$ cat src/rtl/cec_map.svh
// Register offsets and field positions for the error counter pair.
// Assumes an APB slave with 32-bit data; offsets are byte addresses.
`ifndef CEC_MAP_SVH
`define CEC_MAP_SVH
`define CEC_STATUS_OFF     12'h000
`define CEC_ADDR_OFF       12'h004
`define CEC_MISC0_OFF      12'h008
`define CEC_CTRL_OFF       12'h00c
`define CEC_IRQ_STAT_OFF   12'h010
`define CEC_IRQ_MASK_OFF   12'h014
`define CEC_ST_V_BIT       31
`define CEC_ST_ADDR_VALID_BIT   30
`define CEC_ST_MISC_VALID_BIT   29
`define CEC_ST_ARCH_CODE_LSB    0
`define CEC_ST_IMPL_CODE_LSB    8
`define CEC_M0_REP_LSB     32
`define CEC_M0_OTH_LSB     40
`define CEC_M0_OFR_BIT     63
`define CEC_M0_OFO_BIT     62
`define CEC_CTRL_IGN_ADDR_VALID 0
`define CEC_CTRL_IGN_MISC_VALID 1
`define CEC_CTRL_USE_MISC  2
`define CEC_IRQ_OVF_REP    0
`define CEC_IRQ_OVF_OTH    1
`define CEC_IRQ_CE_EVT     2
`define CEC_IRQ_W          3
`endif

$ cat src/rtl/cec_pkg.sv
// Types shared by the counter pair block.
// Assumes nothing beyond the map header.
package cec_pkg;
    typedef enum logic [1:0] {
        CNT_IDLE = 2'b01,
        CNT_BUMP = 2'b10
    } cnt_state_t;
endpackage

$ cat src/rtl/cec_counter.sv
// One wrapping corrected error counter with a sticky overflow flag.
// Assumes the parent gives a single-cycle bump and a one-cycle clear.
`timescale 1ns/100ps
`default_nettype none
module cec_counter #(
    parameter int W = 8
) (
    input  wire logic         pclk,
    input  wire logic         presetn,
    input  wire logic         bump,
    input  wire logic         load,
    input  wire logic [W-1:0] load_val,
    input  wire logic         clr_ovf,
    output logic      [W-1:0] count,
    output logic              ovf,
    output logic              wrap
);
    typedef struct packed {
        logic [W-1:0] cnt;
        logic         ovf;
        logic         wrap;
    } ctr_t;
    ctr_t st_q;   // Registered state
    ctr_t st_d;   // Next state

    // Counting, wrapping and overflow flag
    always_comb begin
        st_d      = st_q;
        st_d.wrap = 1'b0;
        if (load) begin
            st_d.cnt = load_val;
        end else if (bump) begin
            st_d.cnt = st_q.cnt + 1'b1;
            if (&st_q.cnt) begin
                st_d.wrap = 1'b1;
            end
        end
        // Set beats the clear
        if (clr_ovf) begin
            st_d.ovf = 1'b0;
        end
        if (bump && !load && (&st_q.cnt)) begin
            st_d.ovf = 1'b1;
        end
    end

    // State register
    always_ff @(posedge pclk or negedge presetn) begin
        if (!presetn) begin
            st_q <= '0;
        end else begin
            st_q <= st_d;
        end
    end

    assign count = st_q.cnt;
    assign ovf   = st_q.ovf;
    assign wrap  = st_q.wrap;

    property p_wrap_zero;
        @(posedge pclk) disable iff (!presetn)
        (bump && !load && (&st_q.cnt)) |=> (st_q.cnt == '0) && st_q.ovf && st_q.wrap;
    endproperty
    a_wrap_zero: assert property (p_wrap_zero) else $error("counter did not wrap");

    property p_ovf_sticky;
        @(posedge pclk) disable iff (!presetn)
        (st_q.ovf && !clr_ovf) |=> st_q.ovf;
    endproperty
    a_ovf_sticky: assert property (p_ovf_sticky) else $error("overflow flag lost");
endmodule
`default_nettype wire

$ cat src/rtl/cec_node.sv
// Error record with a repeat/other corrected error counter pair and APB access.
// Assumes a recording source pulses err_valid with a location and codes.
//
// Design decisions made here: the register addresses and register access over APB.
`timescale 1ns/100ps
`default_nettype none
`include "cec_map.svh"
module cec_node
    import cec_pkg::*;
#(
    parameter int CW = 8,   // Counter width
    parameter int AW = 32   // Location address width
) (
    input  wire logic        pclk,
    input  wire logic        presetn,
    input  wire logic        psel,
    input  wire logic        penable,
    input  wire logic        pwrite,
    input  wire logic [11:0] paddr,
    input  wire logic [31:0] pwdata,
    input  wire logic [3:0]  pstrb,
    output logic      [31:0] prdata,
    output logic             pready,
    output logic             pslverr,
    input  wire logic        err_valid,
    input  wire logic [AW-1:0] err_addr,
    input  wire logic [7:0]  err_impl_code,
    input  wire logic [7:0]  err_arch_code,
    input  wire logic [15:0] err_misc_loc,
    output logic             ce_event,
    output logic             irq
);
    typedef struct packed {
        cnt_state_t     state;
        logic           rec_v;
        logic           rec_addr_valid;
        logic           rec_misc_valid;
        logic [7:0]     impl_code;
        logic [7:0]     arch_code;
        logic [AW-1:0]  addr;
        logic [15:0]    mloc;
        logic           rep_sel;
        logic [2:0]     ctrl;
        logic [`CEC_IRQ_W-1:0] ist;
        logic [`CEC_IRQ_W-1:0] imsk;
        logic [31:0]    rdata;
        logic           ce_evt;
    } node_t;
    node_t st_q;   // Registered state
    node_t st_d;   // Next state

    logic          wr_en;     // APB write accepted
    logic          rd_en;     // APB read accepted
    logic          hit;       // Mapped address
    logic          loc_valid; // Counted-fault location valid
    logic          same_loc;  // New error matches stored location
    logic          bump_rep;  // Repeat counter bump
    logic          bump_oth;  // Other counter bump
    logic          ld_rep;    // Software loads repeat counter
    logic          ld_oth;    // Software loads other counter
    logic          clr_rep;   // Software clears repeat overflow
    logic          clr_oth;   // Software clears other overflow
    logic [CW-1:0] rep_cnt;   // Repeat count
    logic [CW-1:0] oth_cnt;   // Other count
    logic          rep_ovf;   // Repeat overflow flag
    logic          oth_ovf;   // Other overflow flag
    logic          rep_wrap;  // Repeat wrapped this cycle
    logic          oth_wrap;  // Other wrapped this cycle
    logic [63:0]   misc0;     // First misc syndrome register image

    assign wr_en = psel && penable && pwrite;
    assign rd_en = psel && !penable && !pwrite;
    assign hit   = (paddr == `CEC_STATUS_OFF) || (paddr == `CEC_ADDR_OFF)
                || (paddr == `CEC_MISC0_OFF) || (paddr == `CEC_CTRL_OFF)
                || (paddr == `CEC_IRQ_STAT_OFF) || (paddr == `CEC_IRQ_MASK_OFF);

    // Location validity: record and address valid, plus misc valid when CEC_CTRL_USE_MISC is set; address and misc valid bits can be ignored
    always_comb begin
        loc_valid = st_q.rec_v;
        if (!st_q.rec_addr_valid && !st_q.ctrl[`CEC_CTRL_IGN_ADDR_VALID]) begin
            loc_valid = 1'b0;
        end
        if (st_q.ctrl[`CEC_CTRL_USE_MISC] && !st_q.rec_misc_valid
                && !st_q.ctrl[`CEC_CTRL_IGN_MISC_VALID]) begin
            loc_valid = 1'b0;
        end
    end

    // Same location compare over address and both codes, plus misc location when CEC_CTRL_USE_MISC is set
    always_comb begin
        same_loc = (err_addr == st_q.addr) && (err_impl_code == st_q.impl_code)
                && (err_arch_code == st_q.arch_code);
        if (st_q.ctrl[`CEC_CTRL_USE_MISC] && (err_misc_loc != st_q.mloc)) begin
            same_loc = 1'b0;
        end
    end

    // Counter choice on each recorded error
    assign bump_rep = err_valid && (!loc_valid || same_loc);
    assign bump_oth = err_valid && loc_valid && !same_loc;

    // Software access to the misc register
    assign ld_rep  = wr_en && (paddr == `CEC_MISC0_OFF) && pstrb[0];
    assign ld_oth  = wr_en && (paddr == `CEC_MISC0_OFF) && pstrb[1];
    assign clr_rep = wr_en && (paddr == `CEC_MISC0_OFF) && pstrb[3] && pwdata[31];
    assign clr_oth = wr_en && (paddr == `CEC_MISC0_OFF) && pstrb[3] && pwdata[30];

    // Repeat counter
    cec_counter #(.W(CW)) u_rep (
        .pclk     (pclk),
        .presetn  (presetn),
        .bump     (bump_rep),
        .load     (ld_rep),
        .load_val (pwdata[CW-1:0]),
        .clr_ovf  (clr_rep),
        .count    (rep_cnt),
        .ovf      (rep_ovf),
        .wrap     (rep_wrap)
    );

    // Other-location counter
    cec_counter #(.W(CW)) u_oth (
        .pclk     (pclk),
        .presetn  (presetn),
        .bump     (bump_oth),
        .load     (ld_oth),
        .load_val (pwdata[8+CW-1:8]),
        .clr_ovf  (clr_oth),
        .count    (oth_cnt),
        .ovf      (oth_ovf),
        .wrap     (oth_wrap)
    );

    // Counters held in the first misc syndrome register
    // Flags sit above both count fields so no count bit is hidden
    always_comb begin
        misc0 = '0;
        misc0[`CEC_M0_REP_LSB +: CW] = rep_cnt;
        misc0[`CEC_M0_OTH_LSB +: CW] = oth_cnt;
        misc0[`CEC_M0_OFR_BIT]       = rep_ovf;
        misc0[`CEC_M0_OFO_BIT]       = oth_ovf;
        misc0[15:0]                  = st_q.mloc;
    end

    // Recording, register writes, read data and interrupts
    always_comb begin
        st_d        = st_q;
        st_d.ce_evt = rep_wrap || oth_wrap;
        st_d.state  = err_valid ? CNT_BUMP : CNT_IDLE;
        // Status clear by write-one to valid
        if (wr_en && (paddr == `CEC_STATUS_OFF) && pstrb[3]) begin
            if (pwdata[`CEC_ST_V_BIT]) begin
                st_d.rec_v = 1'b0;
            end
            if (pwdata[`CEC_ST_ADDR_VALID_BIT]) begin
                st_d.rec_addr_valid = 1'b0;
            end
            if (pwdata[`CEC_ST_MISC_VALID_BIT]) begin
                st_d.rec_misc_valid = 1'b0;
            end
        end
        if (wr_en && (paddr == `CEC_CTRL_OFF) && pstrb[0]) begin
            st_d.ctrl = pwdata[2:0];
        end
        if (wr_en && (paddr == `CEC_IRQ_MASK_OFF) && pstrb[0]) begin
            st_d.imsk = pwdata[`CEC_IRQ_W-1:0];
        end
        if (wr_en && (paddr == `CEC_IRQ_STAT_OFF) && pstrb[0]) begin
            st_d.ist = st_q.ist & ~pwdata[`CEC_IRQ_W-1:0];
        end
        // Sticky events win over the clear
        st_d.ist[`CEC_IRQ_OVF_REP] = st_d.ist[`CEC_IRQ_OVF_REP] | rep_wrap;
        st_d.ist[`CEC_IRQ_OVF_OTH] = st_d.ist[`CEC_IRQ_OVF_OTH] | oth_wrap;
        st_d.ist[`CEC_IRQ_CE_EVT]  = st_d.ist[`CEC_IRQ_CE_EVT] | rep_wrap | oth_wrap;
        // Syndrome capture only when location was invalid
        if (err_valid && !loc_valid) begin
            st_d.rec_v   = 1'b1;
            st_d.rec_addr_valid = 1'b1;
            st_d.rec_misc_valid = 1'b1;
            st_d.addr      = err_addr;
            st_d.impl_code = err_impl_code;
            st_d.arch_code = err_arch_code;
            st_d.mloc    = err_misc_loc;
            st_d.rep_sel = 1'b1;
        end else if (err_valid) begin
            st_d.rec_v   = 1'b1;
            st_d.rep_sel = same_loc;
        end
        // Read data captured in setup phase
        st_d.rdata = 32'h0000_0000;
        if (rd_en) begin
            if (paddr == `CEC_STATUS_OFF) begin
                st_d.rdata = {st_q.rec_v, st_q.rec_addr_valid, st_q.rec_misc_valid,
                              13'h0000, st_q.impl_code, st_q.arch_code};
            end else if (paddr == `CEC_ADDR_OFF) begin
                st_d.rdata = 32'(st_q.addr);
            end else if (paddr == `CEC_MISC0_OFF) begin
                st_d.rdata = {misc0[`CEC_M0_OFR_BIT], misc0[`CEC_M0_OFO_BIT], 14'h0000,
                              misc0[`CEC_M0_OTH_LSB +: 8], misc0[`CEC_M0_REP_LSB +: 8]};
            end else if (paddr == `CEC_CTRL_OFF) begin
                st_d.rdata = {29'h0000_0000, st_q.ctrl};
            end else if (paddr == `CEC_IRQ_STAT_OFF) begin
                st_d.rdata = {29'h0000_0000, st_q.ist};
            end else if (paddr == `CEC_IRQ_MASK_OFF) begin
                st_d.rdata = {29'h0000_0000, st_q.imsk};
            end
        end else begin
            st_d.rdata = st_q.rdata;
        end
    end

    // State register
    always_ff @(posedge pclk or negedge presetn) begin
        if (!presetn) begin
            st_q       <= '0;
            st_q.state <= CNT_IDLE;
        end else begin
            st_q <= st_d;
        end
    end

    assign prdata   = st_q.rdata;
    assign pready   = 1'b1;
    assign pslverr  = psel && penable && !hit;
    assign ce_event = st_q.ce_evt;
    assign irq      = |(st_q.ist & st_q.imsk);

    property p_rep_when_invalid;
        @(posedge pclk) disable iff (!presetn)
        (err_valid && !st_q.rec_v) |-> bump_rep && !bump_oth;
    endproperty
    a_rep_when_invalid: assert property (p_rep_when_invalid) else $error("repeat not chosen");

    property p_rep_same;
        @(posedge pclk) disable iff (!presetn)
        (err_valid && loc_valid && same_loc && !ld_rep)
        |=> (rep_cnt == $past(rep_cnt) + 1'b1);
    endproperty
    a_rep_same: assert property (p_rep_same) else $error("same location not repeat");

    property p_oth;
        @(posedge pclk) disable iff (!presetn)
        (err_valid && loc_valid && !same_loc && !ld_oth)
        |=> !st_q.rep_sel && (oth_cnt == $past(oth_cnt) + 1'b1);
    endproperty
    a_oth: assert property (p_oth) else $error("other counter not chosen");

    property p_invalid_v;
        @(posedge pclk) disable iff (!presetn)
        !st_q.rec_v |-> !loc_valid;
    endproperty
    a_invalid_v: assert property (p_invalid_v) else $error("location valid without record");

    property p_capture;
        @(posedge pclk) disable iff (!presetn)
        (err_valid && !loc_valid) |=> (st_q.addr == $past(err_addr)) && st_q.rec_v;
    endproperty
    a_capture: assert property (p_capture) else $error("syndrome not captured");

    property p_keep;
        @(posedge pclk) disable iff (!presetn)
        (err_valid && loc_valid) |=> $stable(st_q.addr) && $stable(st_q.impl_code);
    endproperty
    a_keep: assert property (p_keep) else $error("syndrome overwritten");

    property p_event;
        @(posedge pclk) disable iff (!presetn)
        (rep_wrap || oth_wrap) |=> ce_event ##1 (!ce_event || $past(rep_wrap || oth_wrap));
    endproperty
    a_event: assert property (p_event) else $error("no corrected event");

    property p_ovf_flag;
        @(posedge pclk) disable iff (!presetn)
        rep_wrap |-> rep_ovf && (rep_cnt == '0);
    endproperty
    a_ovf_flag: assert property (p_ovf_flag) else $error("overflow flag not set");

    // Each recorded error goes to exactly one counter
    property p_one_counter;
        @(posedge pclk) disable iff (!presetn)
        (st_q.state == CNT_BUMP) |-> ($past(bump_rep) != $past(bump_oth));
    endproperty
    a_one_counter: assert property (p_one_counter) else $error("counter choice not unique");

    // A wrap always leaves the event status bit set
    property p_irq_set;
        @(posedge pclk) disable iff (!presetn)
        (rep_wrap || oth_wrap) |=> st_q.ist[`CEC_IRQ_CE_EVT];
    endproperty
    a_irq_set: assert property (p_irq_set) else $error("event status not set");
endmodule
`default_nettype wire

$ cat config.mk
export PLATFORM = sky130hd
export DESIGN_NAME = cec_node
export DESIGN_NICKNAME = d
export VERILOG_FILES = /design/src/rtl/cec_pkg.sv /design/src/rtl/cec_counter.sv /design/src/rtl/cec_node.sv
export VERILOG_INCLUDE_DIRS = /design/src /design/src/rtl
export SDC_FILE = /design/constraint.sdc
export NUM_CORES = 1
export LEC_CHECK = 0
export BUFFER_PORTS_ARGS = -buffer_cell sky130_fd_sc_hd__clkbuf_2
export CELL_PAD_IN_SITES_DETAIL_PLACEMENT = 0
export CELL_PAD_IN_SITES_GLOBAL_PLACEMENT = 1
export CORE_UTILIZATION = 44
export CTS_BUF_LIST = sky130_fd_sc_hd__clkbuf_2
export CTS_CLUSTER_SIZE = 24
export DETAILED_ROUTE_END_ITERATION = 8
export PLACE_DENSITY = 0.93
export SYNTH_ARGS = -nofsm -noshare
export SYNTH_HDL_FRONTEND = slang
export SYNTH_SLANG_ARGS = --single-unit
export TNS_END_PERCENT = 1
$ cat constraint.sdc
create_clock -name pclk -period 2.3 [get_ports pclk]
set_clock_uncertainty 0.1 [all_clocks]
set_input_delay 0 -clock pclk [delete_from_list [all_inputs] [get_ports pclk]]
set_output_delay 0 -clock pclk [all_outputs]
set_load 0.01 [all_outputs]
==> results of run 1 <==
[cells in the mapped netlist (3+ instances only)]
master and n:
a21o_1 6, a21oi_1 11, a221oi_1 18, a22o_1 13
a31oi_1 3, a32o_1 3, and3_1 4, buf_2 5
buf_4 35, clkbuf_1 14, dfrtp_1 129, inv_1 3
mux2_1 3, mux2_2 82, mux2i_1 3, nand2_1 29
nand2b_1 4, nand3_1 13, nand4_1 24, nor2_1 39
nor3b_1 3, nor4_1 4, o211ai_1 3, o21ai_0 13
o21ai_1 3, o22ai_1 3, or3_1 5, or4_1 3
xnor2_1 70
[through the flow]
step / utilization (%) / cell area (um2) / hold WS [ns] / setup slack [ns] / cells
detailed placement: 50.85 / 7446 / -0.1124 / -0.06132 / 867
global placement: 50.85 / 7446 / -0.1171 / 0.02544 / 867
floorplan: - / 6630 / -0.3956 / 0.2221 / 578
[cell families after synthesis]
| logic type | count (synthesis) | share of synthesized area [%] |
|---|---|---|
| and+or+nand+nor | 146 | 12.10 |
| DFF | 129 | 48.69 |
| muxes | 88 | 14.89 |
| AOI/OAI and AO/OA | 81 | 8.813 |
| xor gates and xnor gates | 71 | 9.379 |
| buffers and inverters | 60 | 5.699 |
| adders and majority gates | 2 | 0.3774 |
| other | 1 | 0.05656 |
==> flow_summary.yaml, run 1 <==
run_status:
  status: "stopped before the end"
  flow.stopped_at: "4_1_cts"
  tool.error: "[ERROR RSZ-0060] Max buffer count reached."
yosys:
  ys_types: 50
  synth_enable_flop_cells: 0
  ys_seq_area_share_pct: 48.69
  synth_top_area_cell: "dfrtp_1"
  netlist_area_um2: 6630
  async_reset_ff_share_pct: 100.0
  ys.flop_type: "dfrtp_1"
  yosysWarnings: 0
  netlist_top_cells_area: "dfrtp_1 (49%), mux2_2 (14%), xnor2_1 (9.2%)"
  synth.top_cell.area_share_pct: 48.69
  avgSynthCellArea_um2: 11.47
  syn_inst: 578
  yosys_register_bits: 129
  syn_nets: 698
placed_design:
  port_buffers: 138
  dp_hpwl_um: 12440
  gp_congestion: 0.8925
clock_tree:
  cts-resized-gates: 7
  h-tree-depth: 4
  cts_buffers: 17
  clock_sinks: 129
  root_buffer: "clkbuf_2"
  cts_buffer_depth: 2
  post_cts_buffers: 2
  hold_buffers: 181
die:
  floorplan.initialDensity_pct: 45.28
  die_x_um: 124.8
  num_rows: 44
  ioPinCount: 154
  fp.dieH_um: 124.8
==> run 2: changes to the inputs <==
--- a/config.mk
+++ b/config.mk
@@ -7,13 +7,9 @@
 export NUM_CORES = 1
 export LEC_CHECK = 0
 export BUFFER_PORTS_ARGS = -buffer_cell sky130_fd_sc_hd__clkbuf_2
-export CELL_PAD_IN_SITES_DETAIL_PLACEMENT = 0
-export CELL_PAD_IN_SITES_GLOBAL_PLACEMENT = 1
-export CORE_UTILIZATION = 44
-export CTS_BUF_LIST = sky130_fd_sc_hd__clkbuf_2
-export CTS_CLUSTER_SIZE = 24
+export CORE_UTILIZATION = 34
 export DETAILED_ROUTE_END_ITERATION = 8
-export PLACE_DENSITY = 0.93
+export PLACE_DENSITY_LB_ADDON = 0.15
 export SYNTH_ARGS = -nofsm -noshare
 export SYNTH_HDL_FRONTEND = slang
 export SYNTH_SLANG_ARGS = --single-unit
==> run 2 against run 1 <==
The flow now finishes without violations. Synthesized cell count is the same. Synthesized area is the same.
==> flow_summary.yaml, run 2 <==
run_status:
  status: "complete, no violations"
clock_tree:
  root_buffer: "clkbuf_16"
  cts_buffers: 17
  clock_sinks: 129
  clk_pin_slew_ns: 0.06
  h-tree-depth: 4
  cts_buffer_depth: 2
  cts_tree: "done"
  clock_latency_ns: 0.42
sta:
  fmax_mhz: 436.9
  setup_viol: 0
  fin_crit_ns: 2.289
  worst_pin_slew_ns: 0.7640
  hold_slack_ns: 0.02511
  setup_tns_ns: 0
  rsz0062_at_grt: "yes"
  layout_setup_ws_ns: 0.01104
  hold_viol_final: 0
  relSlewSlack_pct: 49.06
  fin_crit_sh_pct: 99.52
  finalMaxSlewViolations: 0
layout:
  drive_gt1_share_pct: 36.96
  register_area_um2: 3228
  largest_reg_flops: 60
  fin_area_um2: 9203
  fin_cells: 1077
  postLayoutCoreUtil_pct: 48.71
  regMostFlops: "st_q"
  syn2layout_area_growth_pct: 38.80
  fillers: 1795
  multi_input_area_um2: 3084
  final_common_cell: "clkbuf_2"
  layout.nets: 924
  antenna_cells: 0
  final_cell_mix: "clkbuf_2 (137), dfrtp_1 (129), dlygate4sd3_1 (97), mux2_2 (82), xnor2_1 (69)"
global_route:
  antenna_found_initial: 0
  grt_max_degree: 67
  grt_pass1_wl_um: 28770
  grt_pass1_vias: 5489
  grtUsageTotal_pct: 19.08
  overflow: 0
critical_path:
  path_cells: "dlygate4sd3_1 > clkbuf_2 > or4_4 > nor3_4 > nand3_4 > nor2_1 > dlygate4sd3_1 > a31oi_1"
  cp_top_family: "buffers and inverters"
  cp_slowest_cell: "or4_4"
  path_class: "in -> reg"
  critPathMaxFanout: 10
  cp_slowest_stage_delay_ns: 0.57
  required_ns: 2.50
  cp.arrival_ns: 2.49
  critPathLaunchType: "primary input"
  worst-path-buf-inv: 3
  setup.worst_path.end_class: "flop"
  critPathMostFrequentCell: "dlygate4sd3_1"
yosys:
  synth.top_cell.area_share_pct: 48.69
  avgSynthCellArea_um2: 11.47
  syn_inst: 578
  yosys_register_bits: 129
  ys_seq_area_share_pct: 48.69
  netlist_top_cells_area: "dfrtp_1 (49%), mux2_2 (14%), xnor2_1 (9.2%)"
  synth_enable_flop_cells: 0
  ys_types: 50
  synth_top_area_cell: "dfrtp_1"
  syn_nets: 698
  async_reset_ff_share_pct: 100.0
  netlist_area_um2: 6630
  synth_most_common_cell: "dfrtp_1"
  synth_common_cells: "dfrtp_1 (129), mux2_2 (82), xnor2_1 (70)"
  yosysWarnings: 0
  ys.flop_type: "dfrtp_1"
pwr:
  p_comb_share_pct: 24.6
  clockPowerShare_pct: 33.6
  ir_drop_v: 0.0005766
  switchingPower_mw: 2.415
  power.internal_mw: 5.811
  switching_share_pct: 29.36
  p_leak_nw: 4.019
  power_density_nw_per_um2: 893.9
  p_seq_share_pct: 41.8
  p_total_mw: 8.226
detailed_routing:
  drc: 0
  first_pass_iters: 4
  num_vias: 5242
  ant_nets: 0
  via_per_inst: 4.867
  dr.first_iter.drc_count: 215
  routed_wl_um: 18210
  wl_per_cell_um: 16.91
placed_design:
  dp_hpwl_um: 13040
  place_inst: 944
  port_buffers: 138
  dpl-instance-area_um2: 7536
  gp_congestion: 0.8011
  dpl_worst_slack_ns: -0.08476
die:
  floorplan.initialDensity_pct: 35.09
  ioPinCount: 154
  fp.dieH_um: 141.6
  num_rows: 50
  die_x_um: 141.6
  core_area_um2: 18890
  dieArea_um2: 20060
job:
  max_cap_viol_count: 0
worst_hold_path:
  min_path_type: "in -> async"
-- run 2: worst register-to-register path, stage by stage, from the launching register on --
cell and delay (ns):
dfrtp_1 0.39, xnor2_1 0.16, nand4_1 0.15, o41ai_2 0.36
buf_4 0.17, nand4_1 0.12, buf_6 0.18, a21boi_2 0.14
buf_4 0.13, mux2i_1 0.18, a21oi_1 0.08
-- run 2: kinds of logic after synthesis --
group / after synthesis / share of synthesized area [%]
AND/OR/NAND/NOR: 146 / 12.10
other: 1 / 0.05656
XOR/XNOR: 71 / 9.379
adder cells (fa/ha/maj): 2 / 0.3774
multiplexers: 88 / 14.89
AO/OA/AOI/OAI: 81 / 8.813
flip-flops: 129 / 48.69
buffers and inverters: 60 / 5.699
-- run 2: layer usage --
metal	vias up	global-route usage [%]	part of all wire, %
met5	-	0	0
met4	0	6.055	1.2
met3	20	5.197	5.4
met2	122	32.30	50
met1	2589	23.58	44
li1	2511	-	-
-- run 2: cell type report --
class / instances / area share [%]
flip-flops and latches: 129 / 35.08
multi-input cells: 389 / 33.51
repair buffers: 264 / 21.17
clock buffers: 19 / 4.813
well taps: 260 / 3.535
clock inverters: 13 / 1.768
inverters: 3 / 0.1224
-- run 2: path summary, 6_finish.rpt --
kind                                 start        endpoint  slack, ns  cells past startpoint
worst max-delay path              paddr[4]  u_oth.count[7]       0.01                      8
worst min-delay path               presetn        st_q[99]       0.03                      3
worst max register to register   misc0[11]  u_rep.count[1]       0.03                     10
worst min register to register  u_rep.wrap        st_q[36]       0.37                      1
max in group asynchronous          presetn  u_oth.count[2]       1.70                      3
min in group pclk                  penable       prdata[2]       0.05                      4
-- run 2: what timing repair did --
item                                    4_1_cts  5_1_grt
endpoints found under the setup margin       15       18
setup buffers                                 0        3
resized for setup                             2        8
hold buffers                                 98        0
hold endpoints to repair                    227        0
pin swaps                                     3        8
-- run 2: power groups by stage --
stage          logic, mW  registers (mW)  clock network (mW)
2_1_floorplan       1.37            3.32                   0
3_3_place_gp        1.84            3.43                   0
3_5_place_dp        1.88            3.47                   0
4_1_cts             2.03            3.43                2.83
5_1_grt             2.21            3.53                2.94
6_report            2.02            3.44                2.77
(Power assumes the default switching activity.)
==> run 3: changes to the inputs <==
--- a/config.mk
+++ b/config.mk
@@ -6,7 +6,7 @@
 export SDC_FILE = /design/constraint.sdc
 export NUM_CORES = 1
 export LEC_CHECK = 0
-export BUFFER_PORTS_ARGS = -buffer_cell sky130_fd_sc_hd__clkbuf_2
+export BUFFER_PORTS_ARGS = -buffer_cell sky130_fd_sc_hd__buf_2
 export CORE_UTILIZATION = 34
 export DETAILED_ROUTE_END_ITERATION = 8
 export PLACE_DENSITY_LB_ADDON = 0.15
==> run 3 against run 2 <==
The flow now finishes with violations (setup timing). Final cell count fell by 0.28%. Count of clock-buffer cells in the layout rose by 2. Non-clock buffer count fell by 2. Worst hold slack improved by 0.011 ns. Largest cell class unchanged. Setup slack got worse by 0.035 ns. Critical path depth rose by 2. Via count fell by 0.78%. Sequential cell count did not move. Sequential share of layout area fell by 0.53 points. Die area did not move.
==> flow_summary.yaml, run 3 (same netlist as run 2, synthesis figures left out) <==
sta:
  setup_viol: 6
  fin_crit_ns: 2.323
  hold_slack_ns: 0.03572
  setup_tns_ns: -0.08653
  relSlewSlack_pct: 49.73
  fin_crit_sh_pct: 101.0
  worst_pin_slew_ns: 0.7540
  layout_setup_ws_ns: -0.02349
  fmax_mhz: 430.4
  finalMaxSlewViolations: 0
  hold_viol_final: 0
  rsz0062_at_grt: "yes"
layout:
  syn2layout_area_growth_pct: 40.91
  fin_area_um2: 9343
  postLayoutCoreUtil_pct: 49.45
  layout.nets: 922
  regMostFlops: "st_q"
  largest_reg_flops: 60
  drive_gt1_share_pct: 38.21
  final_common_cell: "buf_2"
  antenna_cells: 0
  final_cell_mix: "buf_2 (137), dfrtp_1 (129), dlygate4sd3_1 (93), mux2_2 (82), xnor2_1 (65)"
  fin_cells: 1074
critical_path:
  ff2ff_setup_slack_ns: -0.02
  critPathMaxFanout: 8
  r2r-end: "u_oth.count[1]"
  cp.arrival_ns: 2.52
  rr_startpoint: "st_q[73]"
  required_ns: 2.50
  critPathLaunchType: "flop"
  path_class: "reg -> reg"
  setup.worst_path.end_class: "flop"
  worst-r2r-cell-count: 10
pwr:
  power_density_nw_per_um2: 927.5
  ir_drop_v: 0.0005896
  power.internal_mw: 6.292
  switchingPower_mw: 2.374
  p_seq_share_pct: 39.7
  p_comb_share_pct: 23.9
  switching_share_pct: 27.39
  p_total_mw: 8.665
  p_leak_nw: 4.101
  clockPowerShare_pct: 36.3
job:
  max_cap_viol_count: 0
clock_tree:
  root_buffer: "clkbuf_16"
  post_cts_buffers: 0
  cts_buffers: 17
  clock_latency_ns: 0.42
  clock_sinks: 129
  h-tree-depth: 4
  clk_pin_slew_ns: 0.06
  cts_buffer_depth: 2
  cts_tree: "done"
detailed_routing:
  ant_nets: 0
  num_vias: 5201
  routed_wl_um: 18090
  via_per_inst: 4.843
  dr.first_iter.drc_count: 238
  wl_per_cell_um: 16.84
  first_pass_iters: 4
  drc: 0
die:
  fp.dieH_um: 141.6
  die_x_um: 141.6
  ioPinCount: 154
  floorplan.initialDensity_pct: 35.09
  dieArea_um2: 20060
  num_rows: 50
  core_area_um2: 18890
placed_design:
  gp_congestion: 0.7972
  dpl-instance-area_um2: 7579
  dpl_worst_slack_ns: -0.1099
  port_buffers: 138
  dp_hpwl_um: 13090
  place_inst: 948
worst_hold_path:
  min_path_type: "in -> async"
global_route:
  grtUsageTotal_pct: 18.66
  overflow: 0
  grt_pass1_vias: 5490
  antenna_found_initial: 0
  grt_max_degree: 67
  grt_pass1_wl_um: 28150
run_status:
  status: "complete, but fails checks"
  violations: "setup timing"
==> run 3: power groups by stage <==
stage / Sequential (mW) / Clock, mW / Combinational (mW)
CTS: 3.44 / 3.21 / 2.08
finish: 3.44 / 3.15 / 2.07
global placement: 3.43 / 0 / 1.86
global route: 3.53 / 3.29 / 2.27
detailed placement: 3.47 / 0 / 1.91
floorplan: 3.32 / 0 / 1.37
==> run 3: routing by layer <==
layer | vias to the layer above | global-route usage, % | wire (um)
met5 | - | 0 | 0
met4 | 0 | 6.791 | 366
met3 | 23 | 5.096 | 928
met2 | 120 | 31.29 | 8897
met1 | 2557 | 22.96 | 7897
li1 | 2501 | - | -
==> run 3: layout make-up <==
| type | count | area (um2) |
|---|---|---|
| inverters | 3 | 11.26 |
| clock inverters | 10 | 231.5 |
| well taps | 260 | 325.3 |
| repair buffers | 262 | 1953 |
| fillers | 1756 | 9550 |
| flip-flops and latches | 129 | 3228 |
| clock buffers | 21 | 450.4 |
| multi-input cells | 389 | 3143 |
==> run 3: how the worst max path moves through the flow <==
stage,cells after the start,from,to
detailed placement,10,st_q[74],u_oth.count[1]
CTS,10,misc0[8],u_rep.count[1]
floorplan,8,paddr[11],u_oth.ovf
finish,10,st_q[73],u_oth.count[1]
global placement,10,misc0[11],u_oth.count[1]
global route,10,misc0[13],u_oth.count[1]
==> run 3: critical path: stages (launching register included) <==
cell	delay (ns)
dfrtp_1	0.39
xnor2_1	0.26
nand4_1	0.14
nor4_2	0.28
buf_4	0.15
nand4_1	0.16
buf_6	0.21
nand3_4	0.12
buf_12	0.13
mux2i_1	0.19
o21ai_1	0.07
==> run 3: repair_timing <==
item,4_1_cts,5_1_grt
endpoints found under the setup margin,18,20
hold endpoints to repair,225,0
gates resized for setup,12,11
hold buffers,94,0
gates cloned,0,1
pin swaps,8,10
==> run 4: changes to the inputs <==
--- a/config.mk
+++ b/config.mk
@@ -7,7 +7,7 @@
 export NUM_CORES = 1
 export LEC_CHECK = 0
 export BUFFER_PORTS_ARGS = -buffer_cell sky130_fd_sc_hd__buf_2
-export CORE_UTILIZATION = 34
+export CORE_UTILIZATION = 50
 export DETAILED_ROUTE_END_ITERATION = 8
 export PLACE_DENSITY_LB_ADDON = 0.15
 export SYNTH_ARGS = -nofsm -noshare
==> run 4 against run 3 <==
The run still ends with setup timing left. Critical endpoint is now u_oth.count[7]. Setup slack gained 0.018 ns. Via count increased by 1.9%. Cell area fell by 2.7%. Final cell count fell by 8.7%. Worst hold slack got worse by 0.022 ns.
==> flow_summary.yaml, run 4 (same netlist as run 2, synthesis figures left out) <==
run_status:
  status: "complete, but fails checks"
  violations: "setup timing"
sta:
  setup_viol: 2
  worst_pin_slew_ns: 0.7365
  relSlewSlack_pct: 50.90
  fmax_mhz: 433.7
  setup_tns_ns: -0.007272
  rsz0062_at_grt: "yes"
  hold_slack_ns: 0.01401
  hold_viol_final: 0
  layout_setup_ws_ns: -0.005532
  fin_crit_sh_pct: 100.2
  finalMaxSlewViolations: 0
  fin_crit_ns: 2.306
die:
  fp.dieH_um: 117.2
  die_x_um: 117.2
  core_area_um2: 12770
  ioPinCount: 154
  dieArea_um2: 13730
  num_rows: 41
  floorplan.initialDensity_pct: 51.91
worst_hold_path:
  min_path_type: "in -> reg"
layout:
  fillers: 915
  final_cell_mix: "buf_2 (137), dfrtp_1 (129), dlygate4sd3_1 (95), mux2_2 (82), xnor2_1 (70)"
  regMostFlops: "st_q"
  largest_reg_flops: 60
  final_common_cell: "buf_2"
  multi_input_area_um2: 3077
  layout.nets: 916
  postLayoutCoreUtil_pct: 71.19
  antenna_cells: 0
  drive_gt1_share_pct: 36.34
  fin_cells: 981
  syn2layout_area_growth_pct: 37.16
  fin_area_um2: 9094
  register_area_um2: 3228
clock_tree:
  cts_buffer_depth: 2
  clock_sinks: 129
  h-tree-depth: 4
  clk_pin_slew_ns: 0.05
  clock_latency_ns: 0.42
  root_buffer: "clkbuf_16"
  cts_tree: "done"
  cts_buffers: 17
critical_path:
  critPathLaunchType: "primary input"
  path_class: "in -> reg"
  critPathMostFrequentCell: "dlygate4sd3_1"
  path_cells: "dlygate4sd3_1 > buf_2 > or4_4 > nor3_4 > nand3_4 > nor2_1 > dlygate4sd3_1 > a31oi_1"
  setup.worst_path.end_class: "flop"
  required_ns: 2.49
  cp_slowest_cell: "or4_4"
  critPathMaxFanout: 10
  cp_slowest_stage_delay_ns: 0.56
  cp.arrival_ns: 2.50
pwr:
  clockPowerShare_pct: 36.3
  ir_drop_v: 0.0005484
  p_seq_share_pct: 40.6
  power.internal_mw: 6.177
  p_total_mw: 8.514
  switchingPower_mw: 2.337
  power_density_nw_per_um2: 936.2
  p_comb_share_pct: 23.2
  switching_share_pct: 27.44
  p_leak_nw: 4.013
global_route:
  grtUsageTotal_pct: 25.76
  grt_pass1_wl_um: 26020
  overflow: 0
  grt_pass1_vias: 5275
  antenna_found_initial: 0
  grt_max_degree: 130
detailed_routing:
  ant_nets: 0
  routed_wl_um: 16700
  drc: 0
  num_vias: 5301
  dr.first_iter.drc_count: 372
  via_per_inst: 5.404
  first_pass_iters: 5
  wl_per_cell_um: 17.02
placed_design:
  port_buffers: 138
  dp_hpwl_um: 11490
  place_inst: 853
  gp_congestion: 0.8661
  dpl_worst_slack_ns: -0.05804
  dpl-instance-area_um2: 7416
job:
  max_cap_viol_count: 0
-- run 4: worst paths after layout --
check | startpoint | endpoint | slack, ns | cells after the start
worst min register to register | u_rep.wrap | st_q[36] | 0.35 | 1
min in group asynchronous | presetn | prdata[26] | 0.12 | 3
worst min-delay path | pwrite | prdata[1] | 0.01 | 4
max in group asynchronous | presetn | prdata[9] | 1.45 | 3
worst max register to register | st_q[95] | u_rep.ovf | 0 | 8
worst max-delay path | paddr[4] | u_oth.count[7] | -0.006 | 8
-- run 4: power groups by stage --
stage | sequential [mW] | clock, mW | combinational (mW)
4_1_cts | 3.44 | 3.13 | 1.98
6_report | 3.45 | 3.09 | 1.97
3_5_place_dp | 3.47 | 0 | 1.84
2_1_floorplan | 3.32 | 0 | 1.37
3_3_place_gp | 3.43 | 0 | 1.79
5_1_grt | 3.53 | 3.23 | 2.15
-- run 4: metal layers --
| layer | wire length (um) | global-route usage [%] | vias up | share of wire [%] |
|---|---|---|---|---|
| met1 | 7173 | 32.42 | 2598 | 43 |
| met2 | 8417 | 44.55 | 184 | 50 |
| met5 | 0 | 0 | - | 0 |
| li1 | - | - | 2492 | - |
| met4 | 282 | 9.114 | 0 | 1.7 |
| met3 | 825 | 4.686 | 27 | 4.9 |
-- run 4: area by class of cell --
class,count,share of cell area [%]
Tap cell,172,2.367
Timing Repair Buffer,256,20.71
Multi-Input combinational cell,389,33.83
Sequential cell,129,35.50
Inverter,3,0.1238
Clock buffer,23,5.256
Clock inverter,9,2.215
-- run 4: repair_timing --
action | CTS | global route
setup endpoints to repair | 16 | 19
endpoints found under the hold margin | 225 | 0
hold buffers | 95 | 0
resized for setup | 5 | 10
pin swaps | 6 | 8
cloned | 0 | 0
buffers inserted | 0 | 1
-- run 4: worst max-delay path, delay by kind of cell --
family	cells	cell delay (ns)
AO/OA/AOI/OAI	1	0.04
AND/OR/NAND/NOR	4	1.22
buffers and inverters	3	1.22
